<file path="config.mk">
export PLATFORM = sky130hd
export DESIGN_NAME = charger_config_registers
export DESIGN_NICKNAME = d
export VERILOG_FILES = /design/src/charger_cfg_pkg.sv /design/src/watchdog_timer.sv /design/src/charger_config_registers.sv
export SDC_FILE = /design/constraint.sdc
export NUM_CORES = 1
export LEC_CHECK = 0
export BUFFER_PORTS_ARGS = -buffer_cell sky130_fd_sc_hd__buf_2
export CORE_MARGIN = 3
export CORE_UTILIZATION = 30
export DETAILED_ROUTE_END_ITERATION = 10
export PLACE_DENSITY_LB_ADDON = 0.1
export SLEW_MARGIN = 20
export SYNTH_ARGS = -nofsm -noshare
export SYNTH_HDL_FRONTEND = slang
export SYNTH_HIERARCHICAL = 1
export SYNTH_SLANG_ARGS = --single-unit
</file>
<file path="constraint.sdc">
create_clock -name clk_i -period 5.3 [get_ports clk_i]
set_input_delay 0.795 -clock clk_i [delete_from_list [all_inputs] [get_ports clk_i]]
set_output_delay 0.795 -clock clk_i [all_outputs]
set_load 0.01 [all_outputs]
</file>
<file path="src/charger_cfg_pkg.sv">
package charger_cfg_pkg;
  localparam logic [7:0] ADDR_PRECHG_TERM = 8'h03;
  localparam logic [7:0] ADDR_VOLT_TOPOFF = 8'h04;
  localparam logic [7:0] ADDR_TIMER_CTRL = 8'h05;
  localparam logic [7:0] RST_PRECHG_TERM = 8'h22;
  localparam logic [7:0] RST_VOLT_TOPOFF = 8'h58;
  localparam logic [7:0] RST_TIMER_CTRL = 8'h9F;
  localparam logic [3:0] PRECHG_MAX_CODE = 4'hC;
  localparam logic [4:0] VOLT_MAX_CODE = 5'h18;
  localparam logic [1:0] TOPOFF_OFF = 2'h0;
  localparam logic [1:0] WD_OFF = 2'h0;
  localparam logic [1:0] WD_40S = 2'h1;
  localparam logic [1:0] WD_80S = 2'h2;
  localparam int CLK_HZ = 40000000;
  localparam int WD_BASE_S = 40;
  localparam int TOPOFF_BASE_MIN = 15;
  localparam int SEC_PER_MIN = 60;
  localparam int PT_HI = 7;
  localparam int PT_LO = 4;
  localparam int TT_HI = 3;
  localparam int VC_HI = 7;
  localparam int VC_LO = 3;
  localparam int TO_HI = 2;
  localparam int TO_LO = 1;
  localparam int RCH_BIT = 0;
  localparam int TERM_EN_BIT = 7;
  localparam int RSVD_BIT = 6;
  localparam int WD_HI = 5;
  localparam int WD_LO = 4;
  localparam int SAFE_EN_BIT = 3;
  localparam int FC_TMR_BIT = 2;
  localparam int THERM_BIT = 1;
  localparam int COLD_BIT = 0;
endpackage

</file>
<file path="src/watchdog_timer.sv">
`timescale 1ns/1ps
module watchdog_timer
  import charger_cfg_pkg::*;
#(
  parameter int unsigned BASE_CYCLES = CLK_HZ * WD_BASE_S
) (
  input wire logic clk_i,
  input wire logic arst_n_i,
  input wire logic kick_i,
  input wire logic [1:0] period_i,
  output logic expire_o
);
  logic [34:0] count_r;
  logic [34:0] limit;

  always_comb begin
    case (period_i)
      WD_40S: limit = 35'(BASE_CYCLES);
      WD_80S: limit = 35'(BASE_CYCLES) << 1;
      default: limit = 35'(BASE_CYCLES) << 2;
    endcase
  end

  // Kick or a disabled period holds the count at zero
  always_ff @(posedge clk_i or negedge arst_n_i) begin
    if (!arst_n_i) begin
      count_r <= '0;
    end else if (kick_i || period_i == WD_OFF || expire_o) begin
      count_r <= '0;
    end else begin
      count_r <= count_r + 35'd1;
    end
  end

  assign expire_o = (period_i != WD_OFF) && (count_r >= limit - 35'd1);
endmodule // watchdog_timer

</file>
<file path="src/charger_config_registers.sv">
`timescale 1ns/1ps
// What this block does
// - Precharge code bits 7:4, termination bits 3:0, both default 0010.
// - Precharge codes above 1100 act as 1100.
// - Charge voltage code bits 7:3, default 01011, 01111 special value.
// - Charge voltage writes above 11000 are stored as 11000.
// - Top-off select bits 2:1, default off, 15/30/45 minutes.
// - Top-off off means charging ends at once on termination.
// - Recharge threshold bit 0: 100 mV or 200 mV, default 100.
// - Termination enable bit 7 of timer register, default 1.
// - Watchdog period bits 5:4: off, 40, 80, 160 s; default 40 s.
// - Safety timer enable bit 3 gates both safety timers, default 1.
// - Fast-charge timer bit 2: 5 or 10 hours, default 10.
// - Thermal regulation bit 1: 90 or 110 C, default 110.
// - Cold-zone bit 0: 50% or 20% of fast charge, default 20%.
// - Register reset and watchdog expiry restore all three defaults.
// - Host kicks watchdog; device clears the kick bit afterwards.
module charger_config_registers
  import charger_cfg_pkg::*;
#(
  parameter int unsigned WD_BASE_CYCLES = CLK_HZ * WD_BASE_S,
  // 64-bit so the 15 minute base at full clock rate does not overflow
  parameter longint unsigned TOPOFF_BASE_CYCLES =
    longint'(CLK_HZ) * SEC_PER_MIN * TOPOFF_BASE_MIN
) (
  input wire logic clk_i,
  input wire logic arst_n_i,
  input wire logic wr_en_i,
  input wire logic [7:0] addr_i,
  input wire logic [7:0] wdata_i,
  output logic [7:0] rdata_o,
  input wire logic reg_reset_i,
  input wire logic watchdog_kick_bit_i,
  input wire logic term_condition_i,
  output logic watchdog_kick_bit_o,
  output logic watchdog_expired_o,
  output logic [3:0] precharge_current_code_o,
  output logic [3:0] termination_current_code_o,
  output logic [4:0] charge_voltage_code_o,
  output logic [1:0] topoff_extension_select_o,
  output logic recharge_threshold_select_o,
  output logic termination_enable_o,
  output logic [1:0] watchdog_period_o,
  output logic safety_timer_enable_o,
  output logic fast_charge_timer_select_o,
  output logic thermal_regulation_select_o,
  output logic cold_zone_current_select_o,
  output logic charge_done_o
);
  logic [7:0] prechg_term_r;
  logic [7:0] volt_topoff_r;
  logic [7:0] timer_ctrl_r;
  logic kick_r;
  logic wd_expire;
  logic restore;
  // 37 bits hold three base periods of 15 minutes at full clock rate
  logic [36:0] topoff_cnt_r;
  logic topoff_run_r;
  logic done_r;
  logic [36:0] topoff_limit;

  function automatic logic [4:0] clamp_volt(input logic [4:0] code);
    clamp_volt = (code > VOLT_MAX_CODE) ? VOLT_MAX_CODE : code;
  endfunction

  assign restore = reg_reset_i || wd_expire;

  always_ff @(posedge clk_i or negedge arst_n_i) begin
    if (!arst_n_i) begin
      prechg_term_r <= RST_PRECHG_TERM;
    end else if (restore) begin
      prechg_term_r <= RST_PRECHG_TERM;
    end else if (wr_en_i && addr_i == ADDR_PRECHG_TERM) begin
      prechg_term_r <= wdata_i;
    end
  end

  always_ff @(posedge clk_i or negedge arst_n_i) begin
    if (!arst_n_i) begin
      volt_topoff_r <= RST_VOLT_TOPOFF;
    end else if (restore) begin
      volt_topoff_r <= RST_VOLT_TOPOFF;
    end else if (wr_en_i && addr_i == ADDR_VOLT_TOPOFF) begin
      volt_topoff_r <= {clamp_volt(wdata_i[VC_HI:VC_LO]),
                        wdata_i[TO_HI:0]};
    end
  end

  // Reserved bit kept as written
  always_ff @(posedge clk_i or negedge arst_n_i) begin
    if (!arst_n_i) begin
      timer_ctrl_r <= RST_TIMER_CTRL;
    end else if (restore) begin
      timer_ctrl_r <= RST_TIMER_CTRL;
    end else if (wr_en_i && addr_i == ADDR_TIMER_CTRL) begin
      timer_ctrl_r <= wdata_i;
    end
  end

  // Kick bit reads 1 only until the counter has restarted
  always_ff @(posedge clk_i or negedge arst_n_i) begin
    if (!arst_n_i) begin
      kick_r <= 1'b0;
    end else if (watchdog_kick_bit_i) begin
      kick_r <= 1'b1;
    end else begin
      kick_r <= 1'b0;
    end
  end

  watchdog_timer #(
    .BASE_CYCLES(WD_BASE_CYCLES)
  ) u_wd (
    .clk_i(clk_i),
    .arst_n_i(arst_n_i),
    .kick_i(watchdog_kick_bit_i || reg_reset_i),
    .period_i(timer_ctrl_r[WD_HI:WD_LO]),
    .expire_o(wd_expire)
  );

  always_comb begin
    case (addr_i)
      ADDR_PRECHG_TERM: rdata_o = prechg_term_r;
      ADDR_VOLT_TOPOFF: rdata_o = volt_topoff_r;
      ADDR_TIMER_CTRL: rdata_o = timer_ctrl_r;
      default: rdata_o = 8'h00;
    endcase
  end

  // Analog side never sees a precharge code past the limit
  always_comb begin
    precharge_current_code_o = prechg_term_r[PT_HI:PT_LO];
    if (prechg_term_r[PT_HI:PT_LO] > PRECHG_MAX_CODE) begin
      precharge_current_code_o = PRECHG_MAX_CODE;
    end
  end

  assign termination_current_code_o = prechg_term_r[TT_HI:0];
  assign charge_voltage_code_o = volt_topoff_r[VC_HI:VC_LO];
  assign topoff_extension_select_o = volt_topoff_r[TO_HI:TO_LO];
  assign recharge_threshold_select_o = volt_topoff_r[RCH_BIT];
  assign termination_enable_o = timer_ctrl_r[TERM_EN_BIT];
  assign watchdog_period_o = timer_ctrl_r[WD_HI:WD_LO];
  assign safety_timer_enable_o = timer_ctrl_r[SAFE_EN_BIT];
  assign fast_charge_timer_select_o = timer_ctrl_r[FC_TMR_BIT];
  assign thermal_regulation_select_o = timer_ctrl_r[THERM_BIT];
  assign cold_zone_current_select_o = timer_ctrl_r[COLD_BIT];
  assign watchdog_kick_bit_o = kick_r;
  assign watchdog_expired_o = wd_expire;

  assign topoff_limit = 37'(TOPOFF_BASE_CYCLES) *
                        37'(topoff_extension_select_o);

  // Top-off extension after termination
  always_ff @(posedge clk_i or negedge arst_n_i) begin
    if (!arst_n_i) begin
      topoff_run_r <= 1'b0;
      topoff_cnt_r <= '0;
      done_r <= 1'b0;
    end else if (!termination_enable_o || !term_condition_i) begin
      topoff_run_r <= 1'b0;
      topoff_cnt_r <= '0;
      done_r <= 1'b0;
    end else if (topoff_extension_select_o == TOPOFF_OFF) begin
      done_r <= 1'b1;
      topoff_run_r <= 1'b0;
    end else if (!done_r) begin
      topoff_run_r <= 1'b1;
      topoff_cnt_r <= topoff_cnt_r + 37'd1;
      if (topoff_cnt_r >= topoff_limit - 37'd1) begin
        done_r <= 1'b1;
        topoff_run_r <= 1'b0;
      end
    end
  end

  assign charge_done_o = done_r;
endmodule // charger_config_registers

</file>
Yosys cells after proc, flatten, opt, wreduce, memory -nomap -nowiden
Index checks and enable logic that the tools add are counted.
Widths: inputs -> output; s select.
- logic and storage cells: 60
- output and inout bits: 34
- bits in registers: 98
- magnitude comparators: 4
- mux-type cells: 19
- add/subtract/negate cells: 4
- reduce and logical (&&, ||, !) cells: 18
- multiply operators: 1
- equal/unequal tests: 7
- operators with widths (operator ; number):
    $mux 37 ; 3
    $pmux 33 s2 ; 1
    $mux 8 ; 6
    $add 37x1->37 const B ; 1
    $ge 37x37->1 ; 1
    $sub 37x1->37 const B ; 1
    $add 35x1->35 const B ; 1
    $ge 35x35->1 ; 1
    $mux 35 ; 1
    $sub 33x1->34 const B ; 1
    $mul 25x2->26 const A ; 1
    $pmux 8 s3 ; 1
    $eq 8x3->1 const B ; 2
    $eq 8x2->1 const B ; 1
    $reduce_bool 2->1 ; 4
    $gt 5x5->1 const B ; 1
    $logic_or 1x1->1 ; 5
    $mux 1 ; 5
    $mux 5 ; 1
    $gt 4x4->1 const B ; 1
    $logic_and 1x1->1 ; 4
    $logic_not 2->1 ; 2
    $mux 4 ; 1
    $eq 2x1->1 const B ; 1
    5 further kinds ; 6

Logic depth before layout (Yosys ltp)
Gate-level depths: netlist of run 1.
- word-level depth: 7
- mapped depth: 14
- gate-level depth less buffers: 12

By module
The synthesis of run 1 kept the hierarchy.
- modules (own cells, without submodules) (module ; times used ; area each (µm²) ; cells an instance):
    charger_config_registers ; 1 ; 3976.3 ; 438
    watchdog_timer ; 1 ; 2444.8 ; 242

Least setup slack after synthesis of run 1
Ideal clock, no wire load.
- path kind: register -> output
- from: register timer_ctrl_r[4]
- to: output port watchdog_expired_o
- path slack: 1.881 ns
- stages on the path, launching flop included: 11
- data arrival time: 2.624 ns
- cell sequence: dfstp_2 -> inv_1 -> ha_1 -> inv_1 -> ha_1 -> ha_1 -> or4bb_1 -> o21ai_1 -> a32o_1 -> buf_6 -> o21ba_2
- word-level cells in the longest chain between the ends: 5
- elaborated cells on any way between the ends: 7
- those cells by class: add/sub: 1; order compare: 1; eq/ne: 2; mux: 1; reduce/logical: 2
- RTL lines (item ; RTL line ; text):
    start, declared ; charger_config_registers.sv:52 ; logic [7:0] timer_ctrl_r;
    start signal, assigned ; charger_config_registers.sv:96 ; timer_ctrl_r <= wdata_i;
    $eq 2x2->1 or $eq 2x1->1 (tied branches) ; watchdog_timer.sv:17 ; case (period_i)
    $pmux 33 s2 ; watchdog_timer.sv:17 ;
    $sub 33x1->34 ; watchdog_timer.sv:35 ; assign expire_o = (period_i != WD_OFF) && (count_r >= limit - 35'd1);
    $ge 35x35->1 ; watchdog_timer.sv:35 ;
    $logic_and 1x1->1 * ; watchdog_timer.sv:35 ;
    end, declared ; charger_config_registers.sv:36 ; output logic watchdog_expired_o,
Mark *: on every way between the ends. The rest lies on a longest branch, timed or not.

Worst setup path after layout of run 1
Ends and elaborated chain as after synthesis.

==> results_dict.tcl, run 1 <==
set metrics [dict create \
    synth-edff-count 0 \
    dp_slack_ns 1.534 \
    crit_slowest_cell "dfstp_2" \
    nets 796 \
    core_area_mm2 0.02062 \
    r2r_cells 12 \
    setup_slack_ns 1.253 \
    peakVddDrop_mv 0.1419 \
    drc 0 \
    power_density_mw_per_mm2 197.8 \
    crit_required_ns 4.51 \
    grt_pass1_wl_um 27460 \
    total_power_mw 1.412 \
    maxSlewViolCount 0 \
    start_util_pct 31.13 \
    fillerInstances 2133 \
    htree_levels 3 \
    finalCriticalPeriod_ns 4.047 \
    port_buffers 55 \
    drtAntennaViolNets 0 \
    grt_pass1_vias 5227 \
    async_flop_share_pct 100.0 \
    max_cap_violations 0 \
    post_cts_buffers 0 \
    finClkSkew_ns 0.007665 \
    numCtsBuffers 9 \
    avgSynthCellArea_um2 9.443 \
    synthCells 680 \
    r2r-end "volt_topoff_r[4]" \
    synth-main-ff-cell "dfrtp_1" \
    cp_cell_sequence "inv_1 -> ha_1 -> inv_1 -> ha_1 -> ha_1 -> a21o_1 -> a311oi_1 -> o21ai_1 -> a32o_2 -> o21ba_2 -> buf_2" \
    cts_tree "built" \
    clock.fmax_mhz 247.1 \
    leakagePower_nw 3.081 \
    syn_area_mm2 0.006421 \
    critPathTopFamily "compound AO/OA/AOI/OAI gates" \
    drive_gt1_share_pct 18.21 \
    fin_crit_sh_pct 76.35 \
    rsz0062_at_grt "false" \
    yosysWarnings 6 \
    clk_latency_ns 0.35 \
    critPathArrivalTime_ns 3.25 \
    num_antenna_cells 0 \
    totalWireLength_um 16120 \
    synth_seq_cells 98 \
    die_area_mm2 0.02320 \
    cts_num_sinks 98 \
    cpPeakStageDelay_ns 0.58 \
    final_cell_mix "dfrtp_1 (87), nand2_1 (68), ha_1 (54), buf_2 (54), nand3_1 (53)" \
    clock-root-buffer "clkbuf_16" \
    die_w_um 152.3 \
    ff2ff_setup_slack_ns 1.63 \
    max_slew.worst_pin.slew_ns 0.9646 \
    finalSetupViolations 0 \
    dieHeight_um 152.3 \
    hold_viol 0 \
    area_growth_pct 11.17 \
    holdWs_ns 0.4566 \
    grt_max_degree 51 \
    path_class "reg2out" \
    gp_congestion 0.8260 \
    drt_first_pass_iters 5 \
    endpoint_kind "output port" \
    grt_antenna_before_repair 0 \
    final_common_cell "dfrtp_1" \
    timing.rr.start "timer_ctrl_r[4]" \
    cp_common_cell "ha_1" \
    yosysSeqAreaShare_pct 38.41 \
    ioPinCount 56 \
    fin_setup_tns_ns 0 \
    drt-initial-drc-count 245 \
    outcome "complete, no violations" \
    synthDistinctLibCells 64 \
    wire_per_inst_um 16.20 \
    vias 5197 \
    cts.repair.resized 0 \
    cp_num_buf_inv 3 \
    crit_fanout 6 \
    rows 52 \
    grt_util_all_layers_pct 14.13 \
    grt_overflow_total 0 \
    start_kind "register" \
    worstHoldPathType "in2async" \
    hold_buffers 0 \
    via_per_inst 5.223 \
    clkSlewWorstSetupHoldPaths_ns 0.07 \
    cts_buffer_depth 2 \
    hpwl_um 11540 \
    relSlewSlack_pct 35.42 \
]
-- power breakdown --
| group | switching (mW) | total, mW | internal, mW |
|---|---|---|---|
| clock | 0.286 | 0.604 | 0.318 |
| sequential | 0.00109 | 0.751 | 0.750 |
| combinational | 0.0435 | 0.0571 | 0.0136 |
-- flip-flops by register name, summed over array words and instances, names as in the netlist --
name,count
timer_ctrl_r,8
topoff_cnt_r,37
watchdog_kick_bit_o,1
u_wd/count_r,35
charge_done_o,1
volt_topoff_r,8
prechg_term_r,8
-- worst register-to-register path, cell delays in order, from the launching register on --
cell and delay [ns]:
dfstp_2 0.58, inv_1 0.07, ha_1 0.37, inv_1 0.11, ha_1 0.30, ha_1 0.29
a21o_1 0.18, a311oi_1 0.25, o21ai_1 0.12, a32o_2 0.27, o21ba_2 0.23, nor2_1 0.57
o21ai_0 0.21
-- worst max path at each step --
stage	cells after the start	endpoint	from
finish	11	watchdog_expired_o	timer_ctrl_r[4]
global route	11	watchdog_expired_o	timer_ctrl_r[4]
CTS	11	watchdog_expired_o	timer_ctrl_r[4]
detailed placement	12	volt_topoff_r[4]	timer_ctrl_r[4]
global placement	6	rdata_o[7]	addr_i[3]
floorplan	10	watchdog_expired_o	timer_ctrl_r[4]
-- logic make-up after synthesis --
kind of cell / synth area share [%]
flops: 38.41
simple gates: 28.47
compound gates: 9.879
xor+xnor: 7.775
other cells: 0.1170
buf+inv: 4.832
fa+ha+maj: 10.52
-- area by class of cell --
class | count | area (um^2) | share of cell area, %
clock inverters | 3 | 17.52 | 0.2454
well taps | 270 | 337.8 | 4.733
multi-input cells | 522 | 3656 | 51.22
clock buffers | 13 | 240.2 | 3.365
inverters | 30 | 112.6 | 1.578
repair buffers | 59 | 307.8 | 4.312
flip-flops and latches | 98 | 2466 | 34.55
-- stage by stage --
step	instance area, um^2	instances	util (%)
final	7138	995	34.61
after global placement	6874	979	33.33
after floorplan	6425	681	-
after global routing	7138	995	34.61
after detailed placement	6874	979	33.33
after CTS	7132	995	34.58
-- cells in the mapped netlist (8+ instances only) --
master | instances | area [um^2]
dfrtp_1 | 87 | 2177
nand2_1 | 68 | 255.2
ha_1 | 54 | 675.7
nand3_1 | 53 | 265.3
a21oi_1 | 44 | 220.2
nor2_1 | 42 | 157.7
xnor2_1 | 42 | 367.9
inv_1 | 30 | 112.6
nor3_2 | 29 | 290.3
nand4_1 | 24 | 150.1
o21ai_0 | 16 | 80.08
nor4_1 | 15 | 93.84
xor2_1 | 15 | 131.4
nor3_1 | 12 | 60.06
dfstp_2 | 11 | 289.0
or3_1 | 10 | 62.56
clkbuf_1 | 9 | 33.78
a222oi_1 | 8 | 80.08
buf_4 | 8 | 60.06
-- layer usage --
layer	part of all wire [%]	vias up	track usage [%]
met1	51	2541	20.65
li1	-	2537	-
met4	1.1	0	3.553
met5	0	-	0
met2	44	107	21.55
met3	4.0	12	2.641
Note: power is estimated with default switching activity, not from simulation.
==> run 2: changes to the inputs <==
==> constraint.sdc (replaced) <==
create_clock -name clk_i -period 3.37 [get_ports clk_i]
set_input_delay 0.5055 -clock clk_i [delete_from_list [all_inputs] [get_ports clk_i]]
set_output_delay 0.5055 -clock clk_i [all_outputs]
set_load 0.01 [all_outputs]
==> results_dict.tcl, run 2 (synthesis gave the netlist of run 1 again) <==
set metrics [dict create \
    final_common_cell "dfrtp_1" \
    start_kind "register" \
    reg_top3 "topoff_cnt_r: 37 flops, u_wd/count_r: 35 flops" \
    grt_util_all_layers_pct 14.40 \
    leakagePower_nw 3.204 \
    cts_num_sinks 98 \
    path_class "reg2out" \
    final_cell_mix "dfrtp_1 (87), nand2_1 (68), nand3_1 (53), buf_2 (53), ha_1 (50)" \
    clock.fmax_mhz 294.7 \
    core_area_mm2 0.02062 \
    cp_common_cell "ha_4" \
    nets 813 \
    critPathTopFamily "compound AO/OA/AOI/OAI gates" \
    num_antenna_cells 0 \
    fillerInstances 2071 \
    cpPeakStageDelay_ns 0.54 \
    largest_reg_flops 37 \
    via_per_inst 5.181 \
    clk_latency_ns 0.35 \
    endpoint_kind "output port" \
    wire_per_inst_um 15.88 \
    drt-initial-drc-count 352 \
    rsz0062_at_grt "true" \
    totalWireLength_um 16070 \
    numCtsBuffers 9 \
    relSlewSlack_pct 46.49 \
    grt_max_degree 84 \
    total_power_mw 2.365 \
    start_util_pct 31.13 \
    drive_gt1_share_pct 21.56 \
    cp_num_buf_inv 3 \
    violations "setup timing" \
    crit_fanout 4 \
    max_cap_violations 0 \
    power_density_mw_per_mm2 320.1 \
    clock-root-buffer "clkbuf_16" \
    grt_overflow_total 0 \
    cts_tree "built" \
    cp_cell_sequence "inv_2 -> ha_4 -> inv_4 -> ha_4 -> ha_4 -> o311a_1 -> a311oi_2 -> o21ai_1 -> a32o_2 -> o21ba_4 -> buf_6" \
    crit_required_ns 2.86 \
    finish.utilization_pct 35.83 \
    largest_register "topoff_cnt_r" \
    port_buffers 55 \
    drc 0 \
    outcome "complete, but fails checks" \
    die_area_mm2 0.02320 \
    fin_crit_sh_pct 100.7 \
    worstHoldPathType "in2async" \
    cts_buffer_depth 2 \
    grt_pass1_wl_um 28050 \
    clkSlewWorstSetupHoldPaths_ns 0.07 \
    gp_congestion 0.7783 \
    drt_first_pass_iters 7 \
    grt_pass1_vias 5336 \
    hold_viol 0 \
    final_area_mm2 0.007390 \
    peakVddDrop_mv 0.2563 \
    setup_slack_ns -0.02337 \
    ioPinCount 56 \
    htree_levels 3 \
    area_growth_pct 15.08 \
    vias 5243 \
    crit_slowest_cell "dfstp_2" \
    max_slew.worst_pin.slew_ns 0.8026 \
    critPathArrivalTime_ns 2.89 \
    grt_antenna_before_repair 0 \
    finalCriticalPeriod_ns 3.393 \
    finClkSkew_ns 0.006648 \
    place_area_mm2 0.006977 \
    die_w_um 152.3 \
    maxSlewViolCount 0 \
    drtAntennaViolNets 0 \
    hpwl_um 11460 \
    dieHeight_um 152.3 \
    finalSetupViolations 1 \
    rows 52 \
]
run 2: cell count changes in the layout (fill, tap and decap cells not counted), moves of 2 or more:
cell,previous run,this run
buf_4,5,20
buf_6,0,2
clkbuf_1,4,0
clkinv_4,0,4
ha_1,54,50
ha_4,0,3
inv_1,30,28
run 2: report_power, final:
group	switching, mW	internal (mW)
Clock	0.505	0.584
Sequential	0.00153	1.18
Combinational	0.0702	0.0267
run 2: final timing paths:
path                                startpoint                  end  slack (ns)  depth (start not counted)
setup / recovery               timer_ctrl_r[4]   watchdog_expired_o       -0.02                         11
hold / removal                        arst_n_i     topoff_cnt_r[27]        0.21                          1
setup reg to reg               timer_ctrl_r[4]     volt_topoff_r[5]        0.16                         13
hold reg to reg                u_wd/count_r[0]      u_wd/count_r[0]        0.48                          1
max in group asynchronous             arst_n_i     u_wd/count_r[25]        2.38                          2
min in group clk_i         watchdog_kick_bit_i  watchdog_kick_bit_o        0.27                          1
run 2: routing by layer:
metal / part of all wire (%) / up-vias / GRT usage, %
met1: 51 / 2535 / 21.32
met3: 3.9 / 16 / 1.789
met4: 1.4 / 0 / 4.837
li1: - / 2566 / -
met5: 0 / - / 0
met2: 43 / 126 / 21.70
run 2: final cells by class:
cell class                      count  area [um^2]  share of cell area, %
Multi-Input combinational cell    522         3709                  50.19
Sequential cell                    98         2466                  33.37
Timing Repair Buffer               76        457.9                  6.197
Tap cell                          270        337.8                  4.572
Clock buffer                        9        225.2                  3.048
Inverter                           30        115.1                  1.558
Clock inverter                      7        78.83                  1.067
run 2: what timing repair did:
| item | in CTS | in global routing |
|---|---|---|
| pin swaps | 4 | 6 |
| hold buffers | 0 | 0 |
| gates resized for setup | 8 | 3 |
| setup buffers | 4 | 1 |
| setup endpoints to repair | 14 | 1 |
run 2: per-stage QoR:
stage | setup slack, ns | instances | hold WS, ns | TNS (ns)
floorplan | 0.03720 | 681 | 0.2099 | 0
finish | -0.02337 | 1012 | 0.2057 | -0.02337
detailed placement | -0.05541 | 991 | 0.4640 | -0.2215
global route | -0.1228 | 1012 | 0.2543 | -0.1228
CTS | -0.07626 | 1011 | 0.2491 | -0.07626
global placement | 0.1752 | 991 | 0.4644 | 0
